[config.mk]
export PLATFORM = sky130hd
export DESIGN_NAME = adspi_port
export DESIGN_NICKNAME = d
export VERILOG_FILES = /design/src/rtl/adspi_pkg.sv /design/src/rtl/adspi_port.sv
export SDC_FILE = /design/constraint.sdc
export NUM_CORES = 1
export LEC_CHECK = 0
export BUFFER_PORTS_ARGS = -buffer_cell sky130_fd_sc_hd__buf_2
export CORE_MARGIN = 10
export CORE_UTILIZATION = 55
export CTS_BUF_LIST = sky130_fd_sc_hd__clkbuf_16
export DETAILED_ROUTE_END_ITERATION = 8
export GPL_ROUTABILITY_DRIVEN = 0
export PLACE_DENSITY = 0.79
export SETUP_SLACK_MARGIN = 0.3
export SLEW_MARGIN = 10
export SYNTH_ARGS = -nofsm -noshare
export SYNTH_HDL_FRONTEND = slang
export SYNTH_SLANG_ARGS = --single-unit
[constraint.sdc]
create_clock -name mclk_i -period 6.4 [get_ports mclk_i]
set_clock_uncertainty 0.05 [all_clocks]
set_input_delay 0.64 -clock mclk_i [delete_from_list [all_inputs] [get_ports mclk_i]]
set_output_delay 0.64 -clock mclk_i [all_outputs]
set_load 0.02 [all_outputs]
[src/rtl/adspi_pkg.sv]
package adspi_pkg;
   // ****************************************
   // register offsets
   // ****************************************
   localparam logic [4:0] ADR_SYSTEM_CONTROL    = 5'h00;
   localparam logic [4:0] ADR_HALF_BRIDGE_OUT   = 5'h01;
   localparam logic [4:0] ADR_HIGH_SIDE_OUT     = 5'h02;
   localparam logic [4:0] ADR_HB_STATUS_CTL     = 5'h03;
   localparam logic [4:0] ADR_HS_STATUS_CTL     = 5'h04;
   localparam logic [4:0] ADR_HALL_STATUS_CTL   = 5'h07;
   localparam logic [4:0] ADR_ANALOG_MUX_CTL    = 5'h08;
   localparam logic [4:0] ADR_INTERRUPT_MASK    = 5'h09;
   localparam logic [4:0] ADR_INTERRUPT_FLAGS   = 5'h0A;
   localparam logic [4:0] ADR_WATCHDOG_CONTROL  = 5'h0B;
   localparam logic [4:0] ADR_SYSTEM_STATUS     = 5'h0C;
   localparam logic [4:0] ADR_RESET_CAUSE       = 5'h0D;
   localparam logic [4:0] ADR_TRIM_ONE          = 5'h0F;
   localparam logic [4:0] ADR_TRIM_THREE        = 5'h11;
   localparam int         NUM_REGS              = 18;
   // ****************************************
   // field layout
   // ****************************************
   localparam int         WD_EN_BIT             = 7;
   localparam int         WD_PER_HI             = 6;
   localparam int         WD_PER_LO             = 5;
   localparam int         WD_RESTART_BIT        = 0;
   localparam logic [7:0] SYSTEM_CONTROL_READ_MASK      = 8'h9F;
   localparam logic [7:0] REG_RESET             = 8'h00;
   localparam logic [1:0] WD_PER_RESET          = 2'h0;
   // ****************************************
   // frame layout and timing
   // ****************************************
   localparam int         FRAME_BITS            = 16;
   localparam int         PARITY_IDX            = 6;
   localparam int         CLK_HZ                = 25000000;
   localparam int         WD_MIN_PERIOD_MS      = 10;
   localparam int         WD_MIN_PERIOD_CYC     =
      WD_MIN_PERIOD_MS * (CLK_HZ / 1000);
endpackage : adspi_pkg

[src/rtl/adspi_port.sv]
module adspi_port
   import adspi_pkg::*;
#(
   parameter int WD_BASE_CYC = WD_MIN_PERIOD_CYC
) (
   input  wire logic       mclk_i,
   input  wire logic       rst_i,
   input  wire logic       serial_shift_clock_i,
   input  wire logic       select_n_i,
   input  wire logic       mosi_i,
   input  wire logic [7:0] system_status_i,
   input  wire logic [7:0] interrupt_flags_i,
   input  wire logic [7:0] reset_cause_i,
   input  wire logic       stop_mode_i,
   input  wire logic       sleep_mode_i,
   output logic            miso_o,
   output logic            miso_oe_n_o,
   output logic            reg_wr_stb_o,
   output logic [4:0]      reg_wr_addr_o,
   output logic [7:0]      reg_wr_data_o,
   output logic            watchdog_enable_once_o,
   output logic [1:0]      watchdog_period_select_o,
   output logic            watchdog_sysrst_o
);
   import adspi_pkg::*;

   // ****************************************
   // decode helpers
   // ****************************************
   // storage exists for read-write and mixed registers
   function automatic logic is_stored(input logic [4:0] a);
      is_stored = (a <= ADR_HS_STATUS_CTL) ||
                  (a == ADR_HALL_STATUS_CTL) ||
                  (a == ADR_INTERRUPT_MASK) ||
                  (a == ADR_TRIM_ONE);
   endfunction : is_stored

   // ****************************************
   // pin synchronisers
   // ****************************************
   logic [2:0] sck_s_r;
   logic [2:0] ssn_s_r;
   logic [1:0] mosi_s_r;

   // two flops per pin, third stage only for edges
   always_ff @(posedge mclk_i or posedge rst_i) begin
      if (rst_i) begin
         sck_s_r  <= 3'h0;
         ssn_s_r  <= 3'h7;
         mosi_s_r <= 2'h0;
      end else begin
         sck_s_r  <= {sck_s_r[1:0], serial_shift_clock_i};
         ssn_s_r  <= {ssn_s_r[1:0], select_n_i};
         mosi_s_r <= {mosi_s_r[0], mosi_i};
      end
   end

   logic sel;
   logic sel_fall;
   logic sel_rise;
   logic sck_rise;
   logic sck_fall;

   assign sel      = ~ssn_s_r[1];
   assign sel_fall = ~ssn_s_r[1] & ssn_s_r[2];
   assign sel_rise = ssn_s_r[1] & ~ssn_s_r[2];
   assign sck_rise = sel & sck_s_r[1] & ~sck_s_r[2];
   assign sck_fall = sel & ~sck_s_r[1] & sck_s_r[2];

   // ****************************************
   // frame shifting
   // ****************************************
   logic [15:0] rx_r;
   logic [4:0]  fcnt_r;
   logic [4:0]  rcnt_r;
   logic [7:0]  stat_r;
   logic [7:0]  data_r;
   logic        miso_r;
   logic        oe_n_r;

   // sample master bits on clock fall, count them
   always_ff @(posedge mclk_i or posedge rst_i) begin
      if (rst_i) begin
         rx_r   <= 16'h0000;
         fcnt_r <= 5'h00;
      end else if (sel_fall) begin
         fcnt_r <= 5'h00;
      end else if (sck_fall) begin
         rx_r <= {rx_r[14:0], mosi_s_r[1]};
         if (fcnt_r != 5'h11) begin
            fcnt_r <= fcnt_r + 5'h01;
         end
      end
   end

   // current value of an addressed register
   logic [7:0] mem_r [NUM_REGS];
   logic       wd_en_r;
   logic [1:0] wd_per_r;

   function automatic logic [7:0] rd_val(input logic [4:0] a);
      rd_val = 8'h00;
      if (a == ADR_SYSTEM_CONTROL) begin
         rd_val = mem_r[0] & SYSTEM_CONTROL_READ_MASK;
      end else if (is_stored(a)) begin
         rd_val = mem_r[a];
      end else if (a == ADR_INTERRUPT_FLAGS) begin
         rd_val = interrupt_flags_i;
      end else if (a == ADR_WATCHDOG_CONTROL) begin
         rd_val[WD_EN_BIT] = wd_en_r;
         rd_val[WD_PER_HI:WD_PER_LO] = wd_per_r;
      end else if (a == ADR_SYSTEM_STATUS) begin
         rd_val = system_status_i;
      end else if (a == ADR_RESET_CAUSE) begin
         rd_val = reset_cause_i;
      end
   endfunction : rd_val

   // status at frame start, register while parity shifts
   always_ff @(posedge mclk_i or posedge rst_i) begin
      if (rst_i) begin
         stat_r <= 8'h00;
         data_r <= 8'h00;
      end else if (sel_fall) begin
         stat_r <= system_status_i;
      end else if (sck_fall && fcnt_r == 5'(PARITY_IDX)) begin
         data_r <= rd_val(rx_r[4:0]);
      end
   end

   // drive next bit on clock rise
   always_ff @(posedge mclk_i or posedge rst_i) begin
      if (rst_i) begin
         rcnt_r <= 5'h00;
         miso_r <= 1'b0;
      end else if (sel_fall) begin
         rcnt_r <= 5'h00;
         miso_r <= 1'b0;
      end else if (sck_rise) begin
         if (rcnt_r < 5'h08) begin
            miso_r <= stat_r[3'(3'h7 - rcnt_r[2:0])];
         end else if (rcnt_r < 5'h10) begin
            miso_r <= data_r[3'(3'h7 - rcnt_r[2:0])];
         end else begin
            miso_r <= 1'b0;
         end
         if (rcnt_r != 5'h11) begin
            rcnt_r <= rcnt_r + 5'h01;
         end
      end
   end

   // output enable follows select
   always_ff @(posedge mclk_i or posedge rst_i) begin
      if (rst_i) begin
         oe_n_r <= 1'b1;
      end else begin
         oe_n_r <= ~sel;
      end
   end

   assign miso_o      = miso_r;
   assign miso_oe_n_o = oe_n_r;

   // ****************************************
   // frame end and register write
   // ****************************************
   logic       frame_ok;
   logic       is_write;
   logic       par_ok;
   logic       do_write;
   logic [4:0] waddr;
   logic [7:0] wdata;

   assign frame_ok = sel_rise && fcnt_r == 5'(FRAME_BITS);
   assign is_write = ~rx_r[15];
   assign par_ok   = ~(^rx_r[15:9]);
   assign waddr    = rx_r[14:10];
   assign wdata    = rx_r[7:0];
   assign do_write = frame_ok & is_write & par_ok;

   // plain storage registers
   always_ff @(posedge mclk_i or posedge rst_i) begin
      if (rst_i) begin
         for (int i = 0; i < NUM_REGS; i++) begin
            mem_r[i] <= REG_RESET;
         end
      end else if (do_write && is_stored(waddr)) begin
         mem_r[waddr] <= wdata;
      end
   end

   // write strobe to the rest of the die
   always_ff @(posedge mclk_i or posedge rst_i) begin
      if (rst_i) begin
         reg_wr_stb_o  <= 1'b0;
         reg_wr_addr_o <= 5'h00;
         reg_wr_data_o <= 8'h00;
      end else begin
         reg_wr_stb_o <= do_write;
         if (do_write) begin
            reg_wr_addr_o <= waddr;
            reg_wr_data_o <= wdata;
         end
      end
   end

   // ****************************************
   // watchdog
   // ****************************************
   logic        wd_wr;
   logic        wd_kick;
   logic        stop_d_r;
   logic        sleep_d_r;
   logic [23:0] wd_cnt_r;
   logic [23:0] wd_period;
   logic        wd_closed;
   logic        wd_fire;

   assign wd_wr   = do_write && waddr == ADR_WATCHDOG_CONTROL;
   assign wd_kick = wd_wr & wdata[WD_RESTART_BIT];
   assign wd_period = 24'(WD_BASE_CYC) << (2'h3 - wd_per_r);
   assign wd_closed = wd_cnt_r < (wd_period >> 1);
   assign wd_fire = wd_en_r & ~stop_mode_i &
                    ((wd_kick & wd_closed) ||
                     wd_cnt_r >= wd_period - 24'h000001);

   // enable sets once, period select stored
   always_ff @(posedge mclk_i or posedge rst_i) begin
      if (rst_i) begin
         wd_en_r  <= 1'b0;
         wd_per_r <= WD_PER_RESET;
      end else begin
         if (sleep_mode_i && !sleep_d_r) begin
            wd_en_r <= 1'b0;
         end else if (wd_wr && wdata[WD_EN_BIT]) begin
            wd_en_r <= 1'b1;
         end
         if (wd_wr) begin
            wd_per_r <= wdata[WD_PER_HI:WD_PER_LO];
         end
      end
   end

   // mode edge history
   always_ff @(posedge mclk_i or posedge rst_i) begin
      if (rst_i) begin
         stop_d_r  <= 1'b0;
         sleep_d_r <= 1'b0;
      end else begin
         stop_d_r  <= stop_mode_i;
         sleep_d_r <= sleep_mode_i;
      end
   end

   // window timer
   always_ff @(posedge mclk_i or posedge rst_i) begin
      if (rst_i) begin
         wd_cnt_r <= 24'h000000;
      end else if (!wd_en_r || wd_fire || wd_kick) begin
         wd_cnt_r <= 24'h000000;
      end else if (stop_d_r && !stop_mode_i) begin
         wd_cnt_r <= 24'h000000;
      end else if (!stop_mode_i) begin
         wd_cnt_r <= wd_cnt_r + 24'h000001;
      end
   end

   // system reset pulse
   always_ff @(posedge mclk_i or posedge rst_i) begin
      if (rst_i) begin
         watchdog_sysrst_o <= 1'b0;
      end else begin
         watchdog_sysrst_o <= wd_fire;
      end
   end

   assign watchdog_enable_once_o   = wd_en_r;
   assign watchdog_period_select_o = wd_per_r;

   // ****************************************
   // checks
   // ****************************************
   float_idle_a: assert property (
      @(posedge mclk_i) disable iff (rst_i)
      ssn_s_r[1] |=> miso_oe_n_o)
      else $error("output driven while deselected");

   drive_frame_a: assert property (
      @(posedge mclk_i) disable iff (rst_i)
      sel_fall |=> !miso_oe_n_o)
      else $error("output not driven after select fall");

   bit_change_a: assert property (
      @(posedge mclk_i) disable iff (rst_i)
      !sck_rise && !sel_fall |=> $stable(miso_o))
      else $error("output changed without clock rise");

   status_first_a: assert property (
      @(posedge mclk_i) disable iff (rst_i)
      sck_rise && rcnt_r == 5'h00 |=> miso_o == stat_r[7])
      else $error("first bit is not status msb");

   exact_count_a: assert property (
      @(posedge mclk_i) disable iff (rst_i)
      sel_rise && fcnt_r != 5'h10 |=> !reg_wr_stb_o)
      else $error("write on bad bit count");

   parity_gate_a: assert property (
      @(posedge mclk_i) disable iff (rst_i)
      frame_ok && !par_ok |=> !reg_wr_stb_o)
      else $error("write despite parity error");

   enable_once_a: assert property (
      @(posedge mclk_i) disable iff (rst_i)
      wd_en_r && !(sleep_mode_i && !sleep_d_r) |=> wd_en_r)
      else $error("watchdog enable cleared by software");

   sleep_clear_a: assert property (
      @(posedge mclk_i) disable iff (rst_i)
      sleep_mode_i && !sleep_d_r |=> !wd_en_r)
      else $error("sleep did not clear enable");

   closed_kick_a: assert property (
      @(posedge mclk_i) disable iff (rst_i)
      wd_en_r && !stop_mode_i && wd_kick && wd_closed
      |=> watchdog_sysrst_o ##1 wd_cnt_r == 24'h000001)
      else $error("closed window restart not punished");

   stop_hold_a: assert property (
      @(posedge mclk_i) disable iff (rst_i)
      stop_mode_i && stop_d_r && wd_en_r && !wd_kick
      |=> $stable(wd_cnt_r))
      else $error("timer ran in stop mode");
endmodule : adspi_port

; ---- After elaboration in Yosys (flattened, before gate mapping)
; Cells that the tools add are included.
; W data, S select, Z words.
[classes]
n_addsub = 6
n_lt_le_gt_ge = 10
eq_ne = 16
shifts = 1
mux = 32
bitwise_logic = 22
n_reduce_logical = 31
[ops]
columns = operator, n
row1 = $bwmux W144, 1
row2 = $mux W24, 3
row3 = $mux W8, 8
row4 = $eq A5 B4 Y1 const B, 9
row5 = $bmux W8 S5, 1
row6 = $demux W8 S5, 1
row7 = $mux W5, 7
row8 = $add A24 B1 Y24 const B, 1
row9 = $ge A24 B24 Y1, 1
row10 = $lt A24 B23 Y1, 1
row11 = $shl A18 B2 Y24 const A, 1
row12 = $sub A24 B1 Y24 const B, 1
row13 = $eq A5 B3 Y1 const B, 3
row14 = $and A1 B1 Y1, 12
row15 = $ge A6 B6 Y1 const B, 2
row16 = $not A5 Y6, 2
row17 = $add A5 B1 Y5 const B, 2
row18 = $le A5 B3 Y1 const B, 2
row19 = $ne A5 B5 Y1 const B, 2
row20 = $reduce_bool A2 Y1, 5
row21 = $logic_or A1 B1 Y1, 9
row22 = $logic_and A1 B1 Y1, 8
row23 = $mux W1, 8
row24 = $not A1 Y1, 8
row25 = 14 further kinds, 20
[totals]
regBits = 240
inputBits = 31
out_inout_bits = 20

; ---- Longest topological paths before layout
[logic_depth]
word_depth = 13
ltp_mapped = 14
mapped_depth_nobuf = 12

; ---- Least setup slack after synthesis
; No wires, ideal clock.
[synth_timing]
path_type = register to register
startpoint = register wd_per_r[0] (netlist: watchdog_period_select_o[0])
endpoint = register wd_cnt_r[10]
t_arrival_ps = 3236
required_ps = 6268
setup_slack_ps = 3032
path_stages_with_launch = 13
path_buffers = 1
synth_period_minus_slack_ps = 3368
cell_sequence = dfrtp_1 -> inv_1 -> ha_1 -> inv_1 -> ha_1 -> ha_1 -> a21oi_1 -> o22ai_1 -> o311ai_0 -> nand4b_1 -> clkbuf_1 -> or3_2 -> a31oi_1
[synth_between]
elab_chain_cells = 9
elab_cells_between_ends = 12
classes_between = add/sub: 2 / order compare: 2 / eq/ne: 1 / shift: 1 / mux: 1 / bitwise: 2 / reduce/logical: 3
[synth_rtl]
columns = item, line_no
row1 = "start, declared", adspi_port.sv:99  ; logic [1:0] wd_per_r;
row2 = "start signal, assigned", adspi_port.sv:240  ; wd_per_r <= wdata[WD_PER_HI:WD_PER_LO];
row3 = $sub A2 B2 Y2 *, adspi_port.sv:222  ; assign wd_period = 24'(WD_BASE_CYC) << (2'h3 - wd_per_r);
row4 = $shl A18 B2 Y24 *, adspi_port.sv:222
row5 = $sub A24 B1 Y24 / $lt A24 B23 Y1 (equally long branches), "adspi_port.sv:226, adspi_port.sv:223"
row6 = $ge A24 B24 Y1 / $and A1 B1 Y1 (equally long branches), "adspi_port.sv:226, adspi_port.sv:225"
row7 = $logic_or A1 B1 Y1 *, adspi_port.sv:225  ; ((wd_kick & wd_closed) ||
row8 = $and A1 B1 Y1 *, adspi_port.sv:224  ; assign wd_fire = wd_en_r & ~stop_mode_i &
row9 = $logic_or A1 B1 Y1 * (2 in a row), adspi_port.sv:260  ; end else if (!wd_en_r || wd_fire || wd_kick) begin
row10 = $ne A3 B1 Y1 (no source line) / $mux W24 (equally long branches), -
row11 = "end signal, assigned", adspi_port.sv:265  ; wd_cnt_r <= wd_cnt_r + 24'h000001;
row12 = "end, declared", adspi_port.sv:215  ; logic [23:0] wd_cnt_r;
; Mark *: on every way between the ends. The rest lies on a longest branch, timed or not.
; A chain may end at the register's enable or synchronous reset.

; ---- Worst setup path after layout
[layout_timing]
startpoint = register rx_r[13]
endpoint = register mem_r[84] (netlist name)
[layout_between]
elab_chain_cells = 6
elab_cells_between_ends = 18
classes_between = order compare: 3 / eq/ne: 3 / mux: 3 / bitwise: 3 / reduce/logical: 6
[layout_rtl]
columns = item, line_no
row1 = "start, declared", adspi_port.sv:73  ; logic [15:0] rx_r;
row2 = "start signal, assigned", adspi_port.sv:89  ; rx_r <= {rx_r[14:0], mosi_s_r[1]};
row3 = $not A5 Y6 (implied by the code), adspi_port.sv:189  ; mem_r[waddr] <= wdata;
row4 = $ge A6 B6 Y1 (implied by the code) / $lt A6 B1 Y1 (equally long branches), adspi_port.sv:189
row5 = $logic_and A1 B1 Y1 (implied by the code), adspi_port.sv:189
row6 = $mux W8 (implied by the code), adspi_port.sv:189
row7 = $demux W8 S5, adspi_port.sv:189
row8 = $bwmux W144, adspi_port.sv:189
row9 = "end signal, assigned by index", adspi_port.sv:189
row10 = "end, declared", adspi_port.sv:97  ; logic [7:0] mem_r [NUM_REGS];
; Parallel ways exist; a longest one is shown, timed or not.

==> flow_summary.ini <==
[final_layout]
final_util_pct = 61.7
layout-area-overhead-vs-synth_pct = 10.4
fin_cells = 1216
antenna_cells = 0
n_fill_cell = 1507
drive_above_1_share_pct = 32.6
nNetsFinal = 1013

[sta]
rsz0062_at_grt = no
final.setup.tns_ns = 0
holdWs_ns = 0.109
finalSetupViolCount = 0
slew_violations = 0
period_minus_slack_ns = 4.16
hold_viol = 0
fin_crit_sh_pct = 65.0
clock.fmax_mhz = 240
slew_headroom_pct = 19.6
worst_pin_slew_ns = 1.20

[floorplan]
std_cell_rows = 52
fp.dieArea_mm2 = 0.0267
ios = 51
fp.dieW_um = 163
die_h_um = 163
start_util_pct = 55.9
coreArea_mm2 = 0.0202

[grt]
grt_pass1_wl_um = 40400
gr-total-overflow = 0
grt_pass1_vias = 7536
grt_max_degree = 74
grtUsageTotal_pct = 18.6
antenna_found_initial = 0

[route]
ant_nets = 0
dr.pass1.iters = 5
drc = 0
routed_wirelength_um = 24700
drtIter0Drc = 639
wire_per_inst_um = 20.4
num_vias = 7371
vias_per_cell = 6.06

[clock_tree]
post-cts-setup-buffer-count = 0
cts_tree = yes
cts_root_buf = clkbuf_16
clkSinkCount = 223
path_clk_slew_ns = 0.07
cts_buffers = 24
cts_resized = 0
cts_max_level = 1
clock_path_buffers = 3
cts.hold.buffers_added = 0
clk_latency_ns = 0.51

[worst_setup_path]
worst-path-max-fanout = 15
worstSetupPathType = reg2reg
cpMaxStageDelayCell = nor2_1
r2r_end = mem_r[84]
rr_worst_depth = 8
cp-end-kind = flip-flop
slowest_delay_ns = 0.90
crit_family = simple AND/OR/NAND/NOR gates
worst-r2r-setup-slack_ns = 2.24
r2r_start = rx_r[13]
cp.required_ns = 6.73
cp-start-kind = flip-flop
crit_buf_inv = 1
path_cells = inv_1 -> ha_1 -> xnor3_1 -> xnor2_1 -> nor2_1 -> o21a_1 -> nand4_1 -> mux2_2
crit_arrival_ns = 4.49

[run_status]
status = finished, final reports clean

[yosys]
ys_types = 64
synth_warnings = 0
ys_seq_elements = 223
synthTopCellsByArea = dfrtp_1 (49%), mux2_2 (14%), mux4_2 (9.0%)
synth_area_mm2 = 0.0113
postSynthCellCount = 911
syn_area_per_cell_um2 = 12.4
synth_edf_count = 0
synth_top_area_share_pct = 48.7
async_flop_share_pct = 100
dominantRegCellSynth = dfrtp_1
yosysTopAreaCell = dfrtp_1
yosysMostFrequentCell = dfrtp_1
ys_seq_area_share_pct = 49.4
synthTopCellsByCount = dfrtp_1 (220), mux2_2 (137), nand2_1 (74), clkbuf_1 (59), ha_1 (54)

[placement]
dp.cells = 1172
io_buffers = 50
dp_hpwl_um = 16400

[power]
p_per_area_mw_per_mm2 = 254
peakVddDrop_mv = 0.172
p_leak_nw = 5.87

[flow_run]
timing.max_cap.violations = 0

[min_path]
min_path_type = in2async
where the power goes:
group / internal, W / switching, W
logic: 0.000114 / 0.000163
clock network: 0.000830 / 0.000564
registers: 0.00144 / 0.0000609
layer usage:
layer	wire [um]	vias to the layer above	track usage, %
met5	0	-	0
met4	464	0	4.55
met3	1540	38	3.20
met2	11900	211	29.9
met1	10900	3775	25.8
li1	-	3347	-
stage by stage:
stage / total power, W / cell area [um2] / worst slack, ns
final: 0.00317 / 12500 / 2.24
after CTS: 0.00319 / 12500 / 2.28
after floorplan: 0.00173 / 11300 / 2.80
after detailed placement: 0.00180 / 11700 / 2.29
after global placement: 0.00180 / 11700 / 2.45
after global routing: 0.00328 / 12500 / 2.02
sequential cells by signal (all words and copies together), names as in the netlist:
register and cells:
data_r 8, fcnt_r 5, mem_r 128, miso_o 1, miso_oe_n_o 1, mosi_s_r 2
rcnt_r 5, reg_wr_addr_o 5, reg_wr_data_o 8, reg_wr_stb_o 1, rx_r 16, sck_s_r 3
sleep_d_r 1, ssn_s_r 2, stat_r 8, stop_d_r 1, watchdog_enable_once_o 1, watchdog_period_select_o 2
watchdog_sysrst_o 1, wd_cnt_r 24
cell families after synthesis:
group / count (synthesis) / synth area share (%)
simple gates: 243 / 11.6
flops: 223 / 49.4
mux: 187 / 23.0
compound gates: 99 / 5.64
buf+inv: 93 / 3.37
fa+ha+maj: 54 / 5.97
xor+xnor: 11 / 0.974
other cells: 1 / 0.0332
layout make-up:
cell class / count / area (um2) / area share (%)
Timing Repair Buffer: 58 / 310 / 2.49
Clock inverter: 19 / 175 / 1.40
Multi-Input combinational cell: 598 / 5350 / 42.9
Clock buffer: 25 / 626 / 5.01
Tap cell: 270 / 338 / 2.71
Inverter: 23 / 90.1 / 0.722
Sequential cell: 223 / 5590 / 44.8
cells in the final DEF, fill, tap and decap left out, types with 25 or more instances in the layout:
master	netlist	layout
dfrtp_1	220	218
nand2_1	74	74
clkbuf_16	0	25
buf_2	3	50
mux2_2	137	137
nand3_1	36	36
nor2_1	29	29
inv_1	23	25
ha_1	54	54
mux4_2	45	45
worst max-delay path by stage:
stage                     depth (start not counted)  slack [ns]         to  startpoint
final                                             8        2.24  mem_r[84]    rx_r[13]
after global routing                              8        2.02  mem_r[83]    rx_r[13]
after CTS                                         8        2.28  mem_r[84]    rx_r[13]
after detailed placement                          8        2.29  mem_r[80]    rx_r[13]
after global placement                            8        2.45  mem_r[86]    rx_r[13]
after floorplan                                   1        2.80  data_r[0]       rst_i
Power figures use the tool's default switching activity.
